File: src/verilog/slumber_speed_params.svh
// Purpose: timing constants for the slumber exit and rate change logic
// Assumes: 100 MHz clock
// Notes: invalid signalling window rounds down to whole cycles
`ifndef SLUMBER_SPEED_PARAMS_SVH
`define SLUMBER_SPEED_PARAMS_SVH
`define CLK_PERIOD_NS 10
`define INVALID_SIG_MAX_NS 53
`define INVALID_SIG_CYCLES (`INVALID_SIG_MAX_NS / `CLK_PERIOD_NS)
`define INVALID_CNT_W 4
`endif

File: src/verilog/slumber_speed_pkg.sv
// Purpose: types for the slumber exit and rate change logic
// Assumes: one clock domain
// Notes: none
package slumber_speed_pkg;
  typedef enum logic [2:0] {
    host_link_up_state,
    host_low_power_deep_state,
    host_send_wake_burst_state,
    host_wait_wake_end_state,
    host_rate_change_state,
    host_transmit_align_prims_state,
    host_other_state
  } phy_state_t;

  typedef struct packed {
    logic quiet;
    logic invalid_ok;
    logic wake_burst;
    logic align;
  } tx_ctrl_t;
endpackage : slumber_speed_pkg
File: src/verilog/host_phy_slumber_wake_speed.sv
// Purpose: host phy slumber exit and speed adjust portion of init machine
// Assumes: recovery, rate-done and wake-detect arrive asynchronously from analog
// Notes: rest of the init machine enters via i_enter_* pulses
// Functional notes
// - In slumber, a dropped slumber request with no device wake goes to wake-burst-send.
// - In slumber, a dropped slumber request with a device wake goes to wait-wake-end.
// - Slumber is held while the link layer keeps its slumber request asserted, unless an i_enter_* pulse or i_machine_reset overrides it.
// - A device wake seen during slumber is recorded to tell who asked for wakeup.
// - No slumber exit to wake-burst-send or wait-wake-end is taken until the phy has recovered.
// - Speed adjust moves to align-send once the rate change completes, else stays.
// - The transmitter is never quiescent during speed adjust.
// - Invalid signalling in speed adjust is limited to the 53 ns window.
// - Entering slumber sets the wake-owed flag and holds the line quiescent.
// - From link-up ready, an asserted slumber request enters slumber.
`timescale 1ns/1ns
`include "slumber_speed_params.svh"
module host_phy_slumber_wake_speed (
  input wire logic i_clk,
  input wire logic i_rst_n,
  input wire logic i_slumber_req,
  input wire logic i_dev_wake_det,
  input wire logic i_recovered,
  input wire logic i_rate_done,
  input wire logic i_enter_ready,
  input wire logic i_enter_speed,
  input wire logic i_machine_reset,
  output slumber_speed_pkg::phy_state_t o_state,
  output slumber_speed_pkg::tx_ctrl_t o_tx,
  output logic o_wake_owed,
  output logic o_dev_woke
);
  import slumber_speed_pkg::*;

  // two-flop synchronisers for analog-side levels
  logic [2:0] sync1_q;
  logic [2:0] sync2_q;
  always_ff @(posedge i_clk or negedge i_rst_n) begin
    if (!i_rst_n) begin
      sync1_q <= 3'h0;
      sync2_q <= 3'h0;
    end else begin
      sync1_q <= {i_dev_wake_det, i_recovered, i_rate_done};
      sync2_q <= sync1_q;
    end
  end
  logic wake_s;
  logic recov_s;
  logic rate_s;
  assign wake_s = sync2_q[2];
  assign recov_s = sync2_q[1];
  assign rate_s = sync2_q[0];

  phy_state_t state_q;
  phy_state_t state_d;
  logic dev_woke_q;
  logic [`INVALID_CNT_W-1:0] inval_cnt_q;

  always_comb begin
    state_d = state_q;
    case (state_q)
      host_link_up_state: begin
        if (i_slumber_req) begin
          state_d = host_low_power_deep_state;
        end
      end
      host_low_power_deep_state: begin
        // exits need recovery; request wins while held
        if (!i_slumber_req && recov_s) begin
          if (dev_woke_q || wake_s) begin
            state_d = host_wait_wake_end_state;
          end else begin
            state_d = host_send_wake_burst_state;
          end
        end
      end
      host_rate_change_state: begin
        if (rate_s) begin
          state_d = host_transmit_align_prims_state;
        end
      end
      default: begin
        state_d = state_q;
      end
    endcase
    if (i_enter_ready) begin
      state_d = host_link_up_state;
    end
    if (i_enter_speed) begin
      state_d = host_rate_change_state;
    end
    if (i_machine_reset) begin
      state_d = host_other_state;
    end
  end

  always_ff @(posedge i_clk or negedge i_rst_n) begin
    if (!i_rst_n) begin
      state_q <= host_other_state;
    end else begin
      state_q <= state_d;
    end
  end

  // sticky device-wake record during slumber
  always_ff @(posedge i_clk or negedge i_rst_n) begin
    if (!i_rst_n) begin
      dev_woke_q <= 1'b0;
    end else if (state_q == host_low_power_deep_state && wake_s) begin
      dev_woke_q <= 1'b1;
    end else if (i_machine_reset || state_q == host_link_up_state) begin
      dev_woke_q <= 1'b0;
    end
  end

  // wake-owed flag; cleared on return to ready or on machine reset
  always_ff @(posedge i_clk or negedge i_rst_n) begin
    if (!i_rst_n) begin
      o_wake_owed <= 1'b0;
    end else if (state_d == host_low_power_deep_state) begin
      o_wake_owed <= 1'b1;
    end else if (state_d == host_link_up_state || i_machine_reset) begin
      o_wake_owed <= 1'b0;
    end
  end

  // invalid window counts from speed-adjust entry, then stays closed
  always_ff @(posedge i_clk or negedge i_rst_n) begin
    if (!i_rst_n) begin
      inval_cnt_q <= '0;
    end else if (state_d == host_rate_change_state && state_q != host_rate_change_state) begin
      inval_cnt_q <= `INVALID_CNT_W'(`INVALID_SIG_CYCLES);
    end else if (inval_cnt_q != '0) begin
      inval_cnt_q <= inval_cnt_q - `INVALID_CNT_W'(1);
    end
  end

  always_ff @(posedge i_clk or negedge i_rst_n) begin
    if (!i_rst_n) begin
      o_state <= host_other_state;
      o_tx <= '0;
      o_dev_woke <= 1'b0;
    end else begin
      o_state <= state_d;
      o_dev_woke <= dev_woke_q;
      o_tx.quiet <= (state_d == host_low_power_deep_state);
      o_tx.wake_burst <= (state_d == host_send_wake_burst_state);
      o_tx.align <= (state_d == host_transmit_align_prims_state);
      // window only opens on entry; a held state cannot reopen it
      o_tx.invalid_ok <= (state_d == host_rate_change_state) &&
                         ((state_q != host_rate_change_state) ||
                          (inval_cnt_q > `INVALID_CNT_W'(1)));
    end
  end
endmodule : host_phy_slumber_wake_speed

File: config.mk
export PLATFORM = sky130hd
export DESIGN_NAME = host_phy_slumber_wake_speed
export DESIGN_NICKNAME = d
export VERILOG_FILES = /design/src/verilog/slumber_speed_pkg.sv /design/src/verilog/host_phy_slumber_wake_speed.sv
export VERILOG_INCLUDE_DIRS = /design/src /design/src/verilog
export SDC_FILE = /design/constraint.sdc
export NUM_CORES = 1
export LEC_CHECK = 0
export ABC_AREA = 1
export BUFFER_PORTS_ARGS = -buffer_cell sky130_fd_sc_hd__buf_2
export CAP_MARGIN = 10
export CORE_MARGIN = 5
export CORE_UTILIZATION = 45
export CTS_CLUSTER_SIZE = 8
export DETAILED_ROUTE_END_ITERATION = 6
export PLACE_DENSITY = 0.67
export SYNTH_ARGS = -nofsm -noshare
export SYNTH_HDL_FRONTEND = slang
export SYNTH_SLANG_ARGS = --single-unit
File: constraint.sdc
create_clock -name i_clk -period 2.4 [get_ports i_clk]
set_input_delay 0.36 -clock i_clk [delete_from_list [all_inputs] [get_ports i_clk]]
set_output_delay 0.36 -clock i_clk [all_outputs]
set_load 0.01 [all_outputs]
==> results_dict.tcl, run 1 <==
set metrics [dict create \
    critPathMaxFanout 5 \
    grt_pass1_vias 611 \
    min_period_over_period_pct 58.3 \
    seq_area_frac_synth_pct 56.4 \
    cts-root-buf "clkbuf_4" \
    p_int_uw 646 \
    swShare_pct 28.9 \
    ys_ff_latch 20 \
    cts.sinks 20 \
    die_h_um 54.5 \
    final_util_pct 55.9 \
    n_antenna_cell 0 \
    finalInstanceArea_um2 1070 \
    drv_cap 0 \
    path_clk_slew_ns 0.11 \
    synth_nets 101 \
    antenna_found_initial 0 \
    cp-end-kind "output pin" \
    tightest_slew_ns 0.425 \
    clock_path_buffers 2 \
    timing.slew.headroom_pct 71.7 \
    drv_slew 0 \
    place_area_um2 1010 \
    wire_per_inst_um 10.4 \
    status "finished clean" \
    fin_setup_tns_ns 0 \
    max_freq_ghz 0.714 \
    rows 16 \
    die_area_um2 2970 \
    grt_use_total_pct 12.1 \
    final_cells 138 \
    cp_top_family "flip-flops" \
    min_path_type "input port to register" \
    fin_worst_skew_ns 0.00118 \
    overflow 0 \
    worstSkewPairLatency_ns 0.30 \
    die_w_um 54.5 \
    drc 0 \
    cp-start-kind "register" \
    numCtsBuffers 3 \
    irDropWorstVdd_mv 0.443 \
    slowest_stage "dfstp_2" \
    rrSetupSlack_ns 1.03 \
    synth.cell_area_um2 892 \
    p_clk_share_pct 30.1 \
    cp.required_ns 2.04 \
    worst-path-buf-inv 1 \
    power_switching_uw 262 \
    detail_route.iter0.violations 9 \
    gp_congestion 0.744 \
    fin_crit_ns 1.40 \
    hpwl_um 1140 \
    ios 18 \
    seq_power_share_pct 45.8 \
    setup_viol 0 \
    portBuffers 17 \
    critPathMaxStageDelay_ns 0.59 \
    leakagePower_uw 0.000578 \
    layout.nets 124 \
    synthCells 89 \
    ys_warn_count 0 \
    rsz0062_at_grt "false" \
    antenna_left 0 \
    dpl.cell_count 133 \
    avgSynthCellArea_um2 10.0 \
    ys_types 22 \
    drive_gt1_share_pct 37.8 \
    worstSetupPathType "register to output pin" \
    coreArea_um2 1920 \
    syn_to_final_growth_pct 20.3 \
    hold_viol 0 \
    grt_max_degree 21 \
    grt_pass1_wl_um 2470 \
    worstPathArrival_ns 1.04 \
    comb_power_share_pct 24.2 \
    vias_per_cell 4.51 \
    htreeDepth 1 \
    start_util_pct 46.4 \
    final.fill_count 181 \
    post_cts_buffers 0 \
    vias 622 \
    crit_chain "buf_2" \
    fin_hold_ws_ns 0.153 \
    totalWireLength_um 1440 \
    powerDensity_nw_per_um2 845 \
    cts_tree "yes" \
    dr.pass1.iters 4 \
]
[layer usage]
layer,wire length (um),global-route usage (%),vias up
met2,689,19.7,16
li1,-,-,317
met5,0,0,-
met1,594,14.1,284
met3,104,2.45,5
met4,48,8.71,0
[cells by family after synthesis]
| kind of cell | synth area share [%] |
|---|---|
| adders and majority gates | 4.21 |
| AOI/OAI and AO/OA | 3.79 |
| buffers and inverters | 6.31 |
| DFF | 56.4 |
| xor gates and xnor gates | 2.95 |
| and+or+nand+nor | 26.4 |
[cell usage in the layout (no fill, tap or decap), types with 2 or more instances in the layout]
cell type	Yosys	layout
buf_2	0	17
clkbuf_4	0	3
dfrtp_1	18	18
dfstp_2	2	2
ha_1	3	3
inv_1	9	9
inv_2	6	6
nand2_1	15	15
nand2_2	2	2
nand3_1	5	5
nor2_1	8	8
nor2_2	4	4
nor2_4	2	2
nor3_1	3	3
o21ai_0	2	2
xnor2_1	2	2
[what timing repair did]
action | in CTS | in global routing
gates resized for setup | 0 | 0
endpoints found under the hold margin | 18 | 0
hold buffers | 1 | 0
[power groups by stage]
stage	Sequential [uW]	Clock (uW)	Combinational, uW
3_5_place_dp	421	0	224
3_3_place_gp	424	0	218
6_report	415	273	219
4_1_cts	416	281	224
5_1_grt	422	291	253
2_1_floorplan	418	0	170
[final cells by class]
cell class                      instances  area, um^2  share of cell area (%)
Sequential cell                        20         503                    46.9
Timing Repair Buffer                   18        95.1                    8.86
Clock buffer                            3        22.5                    2.10
Inverter                               15        56.3                    5.24
Multi-Input combinational cell         54         333                    31.0
Clock inverter                          1        30.0                    2.80
Tap cell                               27        33.8                    3.15
[path summary, 6_finish.rpt]
path | cells after the start | to | from
min in group asynchronous | 2 | o_dev_woke | i_rst_n
setup reg to reg | 9 | inval_cnt_q[1] | o_state[2]
setup / recovery | 1 | o_state[2] | o_state[2]
hold / removal | 1 | sync1_q[1] | i_recovered
hold reg to reg | 0 | sync2_q[1] | sync1_q[1]
max in group asynchronous | 2 | o_state[2] | i_rst_n
[flip-flops by register name (all words and copies together), names as in the netlist]
signal,cells
dev_woke_q,1
inval_cnt_q,4
o_dev_woke,1
o_state,3
o_tx,4
o_wake_owed,1
sync1_q,3
sync2_q,3
[stage by stage]
stage | total power (uW) | setup slack (ns)
5_1_grt | 967 | 0.910
6_report | 907 | 1.00
3_5_place_dp | 646 | 1.04
4_1_cts | 922 | 0.984
3_3_place_gp | 642 | 1.04
2_1_floorplan | 588 | 1.10
[synth_stat cells]
cell type  number  area share [%]
dfrtp_1        18              50
nand2_1        15             6.3
inv_1           9             3.8
nor2_1          8             3.4
inv_2           6             2.5
nand3_1         5             2.8
nor2_2          4             2.8
ha_1            3             4.2
nor3_1          3             1.7
dfstp_2         2             5.9
nand2_2         2             1.4
nor2_4          2             2.5
o21ai_0         2             1.1
xnor2_1         2             2.0
a21oi_1         1            0.56
a32o_1          1             1.1
nand2_4         1             1.3
nand3_2         1             1.1
nand3_4         1             2.0
nor3_2          1             1.1
o21ai_2         1            0.98
xor2_1          1            0.98
Note: power is estimated with default switching activity, not from simulation.
==> run 2: changes to the inputs <==
--- a/config.mk
+++ b/config.mk
@@ -13,7 +13,7 @@
 export CORE_UTILIZATION = 45
 export CTS_CLUSTER_SIZE = 8
 export DETAILED_ROUTE_END_ITERATION = 6
-export PLACE_DENSITY = 0.67
+export PLACE_DENSITY = 0.7
 export SYNTH_ARGS = -nofsm -noshare
 export SYNTH_HDL_FRONTEND = slang
 export SYNTH_SLANG_ARGS = --single-unit
==> constraint.sdc (replaced) <==
create_clock -name i_clk -period 1.15 [get_ports i_clk]
set_input_delay 0.1725 -clock i_clk [delete_from_list [all_inputs] [get_ports i_clk]]
set_output_delay 0.1725 -clock i_clk [all_outputs]
set_load 0.01 [all_outputs]
==> run 2 against run 1 <==
  * The flow now finishes with violations (negative setup slack)
  * Total power is 120% higher
  * Sequential power up 110%
  * Utilization rose by 8.4 points
  * Clock-buffer cell count did not move
  * Global-route usage increased by 1.0 points
  * Non-clock buffer count is 15 higher
  * Critical path type is now register to register
  * Largest cell class unchanged
==> results_dict.tcl, run 2 (same netlist as run 1, synthesis figures left out) <==
set metrics [dict create \
    cts-root-buf "clkbuf_4" \
    place_worst_setup_slack_ns -0.194 \
    status "complete, but fails checks" \
    rr_worst_depth 8 \
    worstSkewPairLatency_ns 0.30 \
    n_antenna_cell 0 \
    cp.required_ns 1.39 \
    syn_to_final_growth_pct 38.4 \
    layout.nets 139 \
    setup.worst_path.end "o_state[1]" \
    critPathMaxFanout 5 \
    cp_top_family "flip-flops" \
    portBuffers 17 \
    grt.met1_usage_pct 14.6 \
    p_int_uw 1430 \
    grt.met2_usage_pct 23.3 \
    worstSetupStartpoint "o_state[2]" \
    vias 674 \
    hold_viol 0 \
    cp.depth 8 \
    multi_input_area_um2 368 \
    grt_pass1_wl_um 2730 \
    htreeDepth 1 \
    drc 0 \
    top_usage_layer "met2" \
    antenna_left 0 \
    path_clk_slew_ns 0.12 \
    tightest_slew_ns 0.446 \
    power_switching_uw 605 \
    drv_slew 0 \
    min_period_over_period_pct 118 \
    slowest_stage "dfstp_2" \
    cp-start-kind "register" \
    p_clk_share_pct 28.0 \
    crit_top_cell "buf_4" \
    totalWireLength_um 1660 \
    max_freq_ghz 0.734 \
    die_h_um 54.5 \
    cp-end-kind "register" \
    mostFrequentLayoutCells "18 x dfrtp_1, 16 x buf_2, 12 x buf_4" \
    rrSetupSlack_ns -0.21 \
    leakagePower_uw 0.000667 \
    setup_viol 14 \
    worstPathArrival_ns 1.60 \
    violations "negative setup slack" \
    hpwl_um 1220 \
    comb_power_share_pct 29.8 \
    die_w_um 54.5 \
    swShare_pct 29.7 \
    cts.sinks 20 \
    fin_crit_ns 1.36 \
    worstSetupPathType "register to register" \
    min_path_type "input port to register" \
    drive_gt1_share_pct 48.4 \
    wire_per_inst_um 10.8 \
    start_util_pct 46.4 \
    seq_power_share_pct 42.2 \
    rows 16 \
    clock_path_buffers 2 \
    numCtsBuffers 3 \
    die_area_um2 2970 \
    grt_max_degree 21 \
    antenna_found_initial 0 \
    hold_path_depth 4 \
    grt_use_total_pct 13.2 \
    fin_worst_skew_ns 0.00909 \
    finalPower_uw 2040 \
    final_common_cell "dfrtp_1" \
    met3_usage_pct 2.45 \
    ios 18 \
    worst-path-buf-inv 3 \
    finalWorstSetupSlack_ns -0.212 \
    dr.pass1.iters 1 \
    grt_pass1_vias 687 \
    drv_cap 0 \
    final.fill_count 160 \
    overflow 0 \
    fin_hold_ws_ns 0.218 \
    irDropWorstVdd_mv 1.41 \
    reg2reg_from "o_state[2]" \
    vias_per_cell 4.41 \
    detail_route.iter0.violations 0 \
    cts_tree "yes" \
    rsz0062_at_grt "true" \
    gp_congestion 0.831 \
    rr_endpoint "o_state[1]" \
    critPathMaxStageDelay_ns 0.61 \
    crit_chain "nor2_4 -> nand2_2 -> nand2_2 -> nand2_4 -> nand2_4 -> buf_4 -> buf_4 -> buf_4" \
    top_regs "inval_cnt_q x4, o_tx x4" \
    powerDensity_nw_per_um2 1650 \
    timing.slew.headroom_pct 70.3 \
    seq_area_um2 503 \
    coreArea_um2 1920 \
]
[run 2: final cells by class]
type	instances	area share (%)
sequential	20	40.7
multi-input combinational	54	29.8
timing repair buffer	33	17.9
inverter	15	4.56
tap	27	2.74
clock inverter	1	2.43
clock buffer	3	1.82
[run 2: how the worst min path moves through the flow]
| stage | startpoint | end | slack [ns] |
|---|---|---|---|
| floorplan | i_rst_n | dev_woke_q | -0.12 |
| global placement | i_rst_n | o_dev_woke | 0.14 |
| detailed placement | i_rst_n | o_dev_woke | 0.14 |
| CTS | i_machine_reset | o_wake_owed | 0.21 |
| global route | i_machine_reset | o_state[0] | 0.23 |
| finish | i_machine_reset | o_wake_owed | 0.22 |
[run 2: metrics by stage]
stage	cells	TNS, ns	util [%]	area (um^2)
finish	153	-1.96	64.3	1230
global route	153	-3.16	64.3	1230
CTS	149	-1.53	61.3	1180
detailed placement	140	-1.09	55.9	1070
global placement	140	-0.897	55.9	1070
floorplan	89	-0.718	-	902
[run 2: layer usage]
layer  up-vias  part of all wire, %  wire (um)
met1       305                   44        725
met5         -                    0          0
met4         0                  1.3         22
li1        350                    -          -
met3         4                  6.0         99
met2        15                   49        812
[run 2: power groups by stage]
stage	clock [uW]	sequential [uW]	combinational, uW
2_1_floorplan	0	872	357
6_report	570	860	608
3_3_place_gp	0	866	520
5_1_grt	618	871	682
3_5_place_dp	0	869	545
4_1_cts	586	856	562
[run 2: timing repair]
| item | CTS | global route |
|---|---|---|
| hold buffers | 4 | 0 |
| buffers inserted | 1 | 4 |
| pin swaps | 0 | 6 |
| setup endpoints to repair | 12 | 15 |
| endpoints found under the hold margin | 21 | 0 |
| resized for setup | 1 | 9 |
[run 2: worst reg2reg max path: stages (launching register included)]
cell and delay [ns]:
dfstp_2 0.61, nor2_4 0.05, nand2_2 0.06, nand2_2 0.07, nand2_4 0.08, nand2_4 0.07, buf_4 0.14, buf_4 0.12
buf_4 0.12
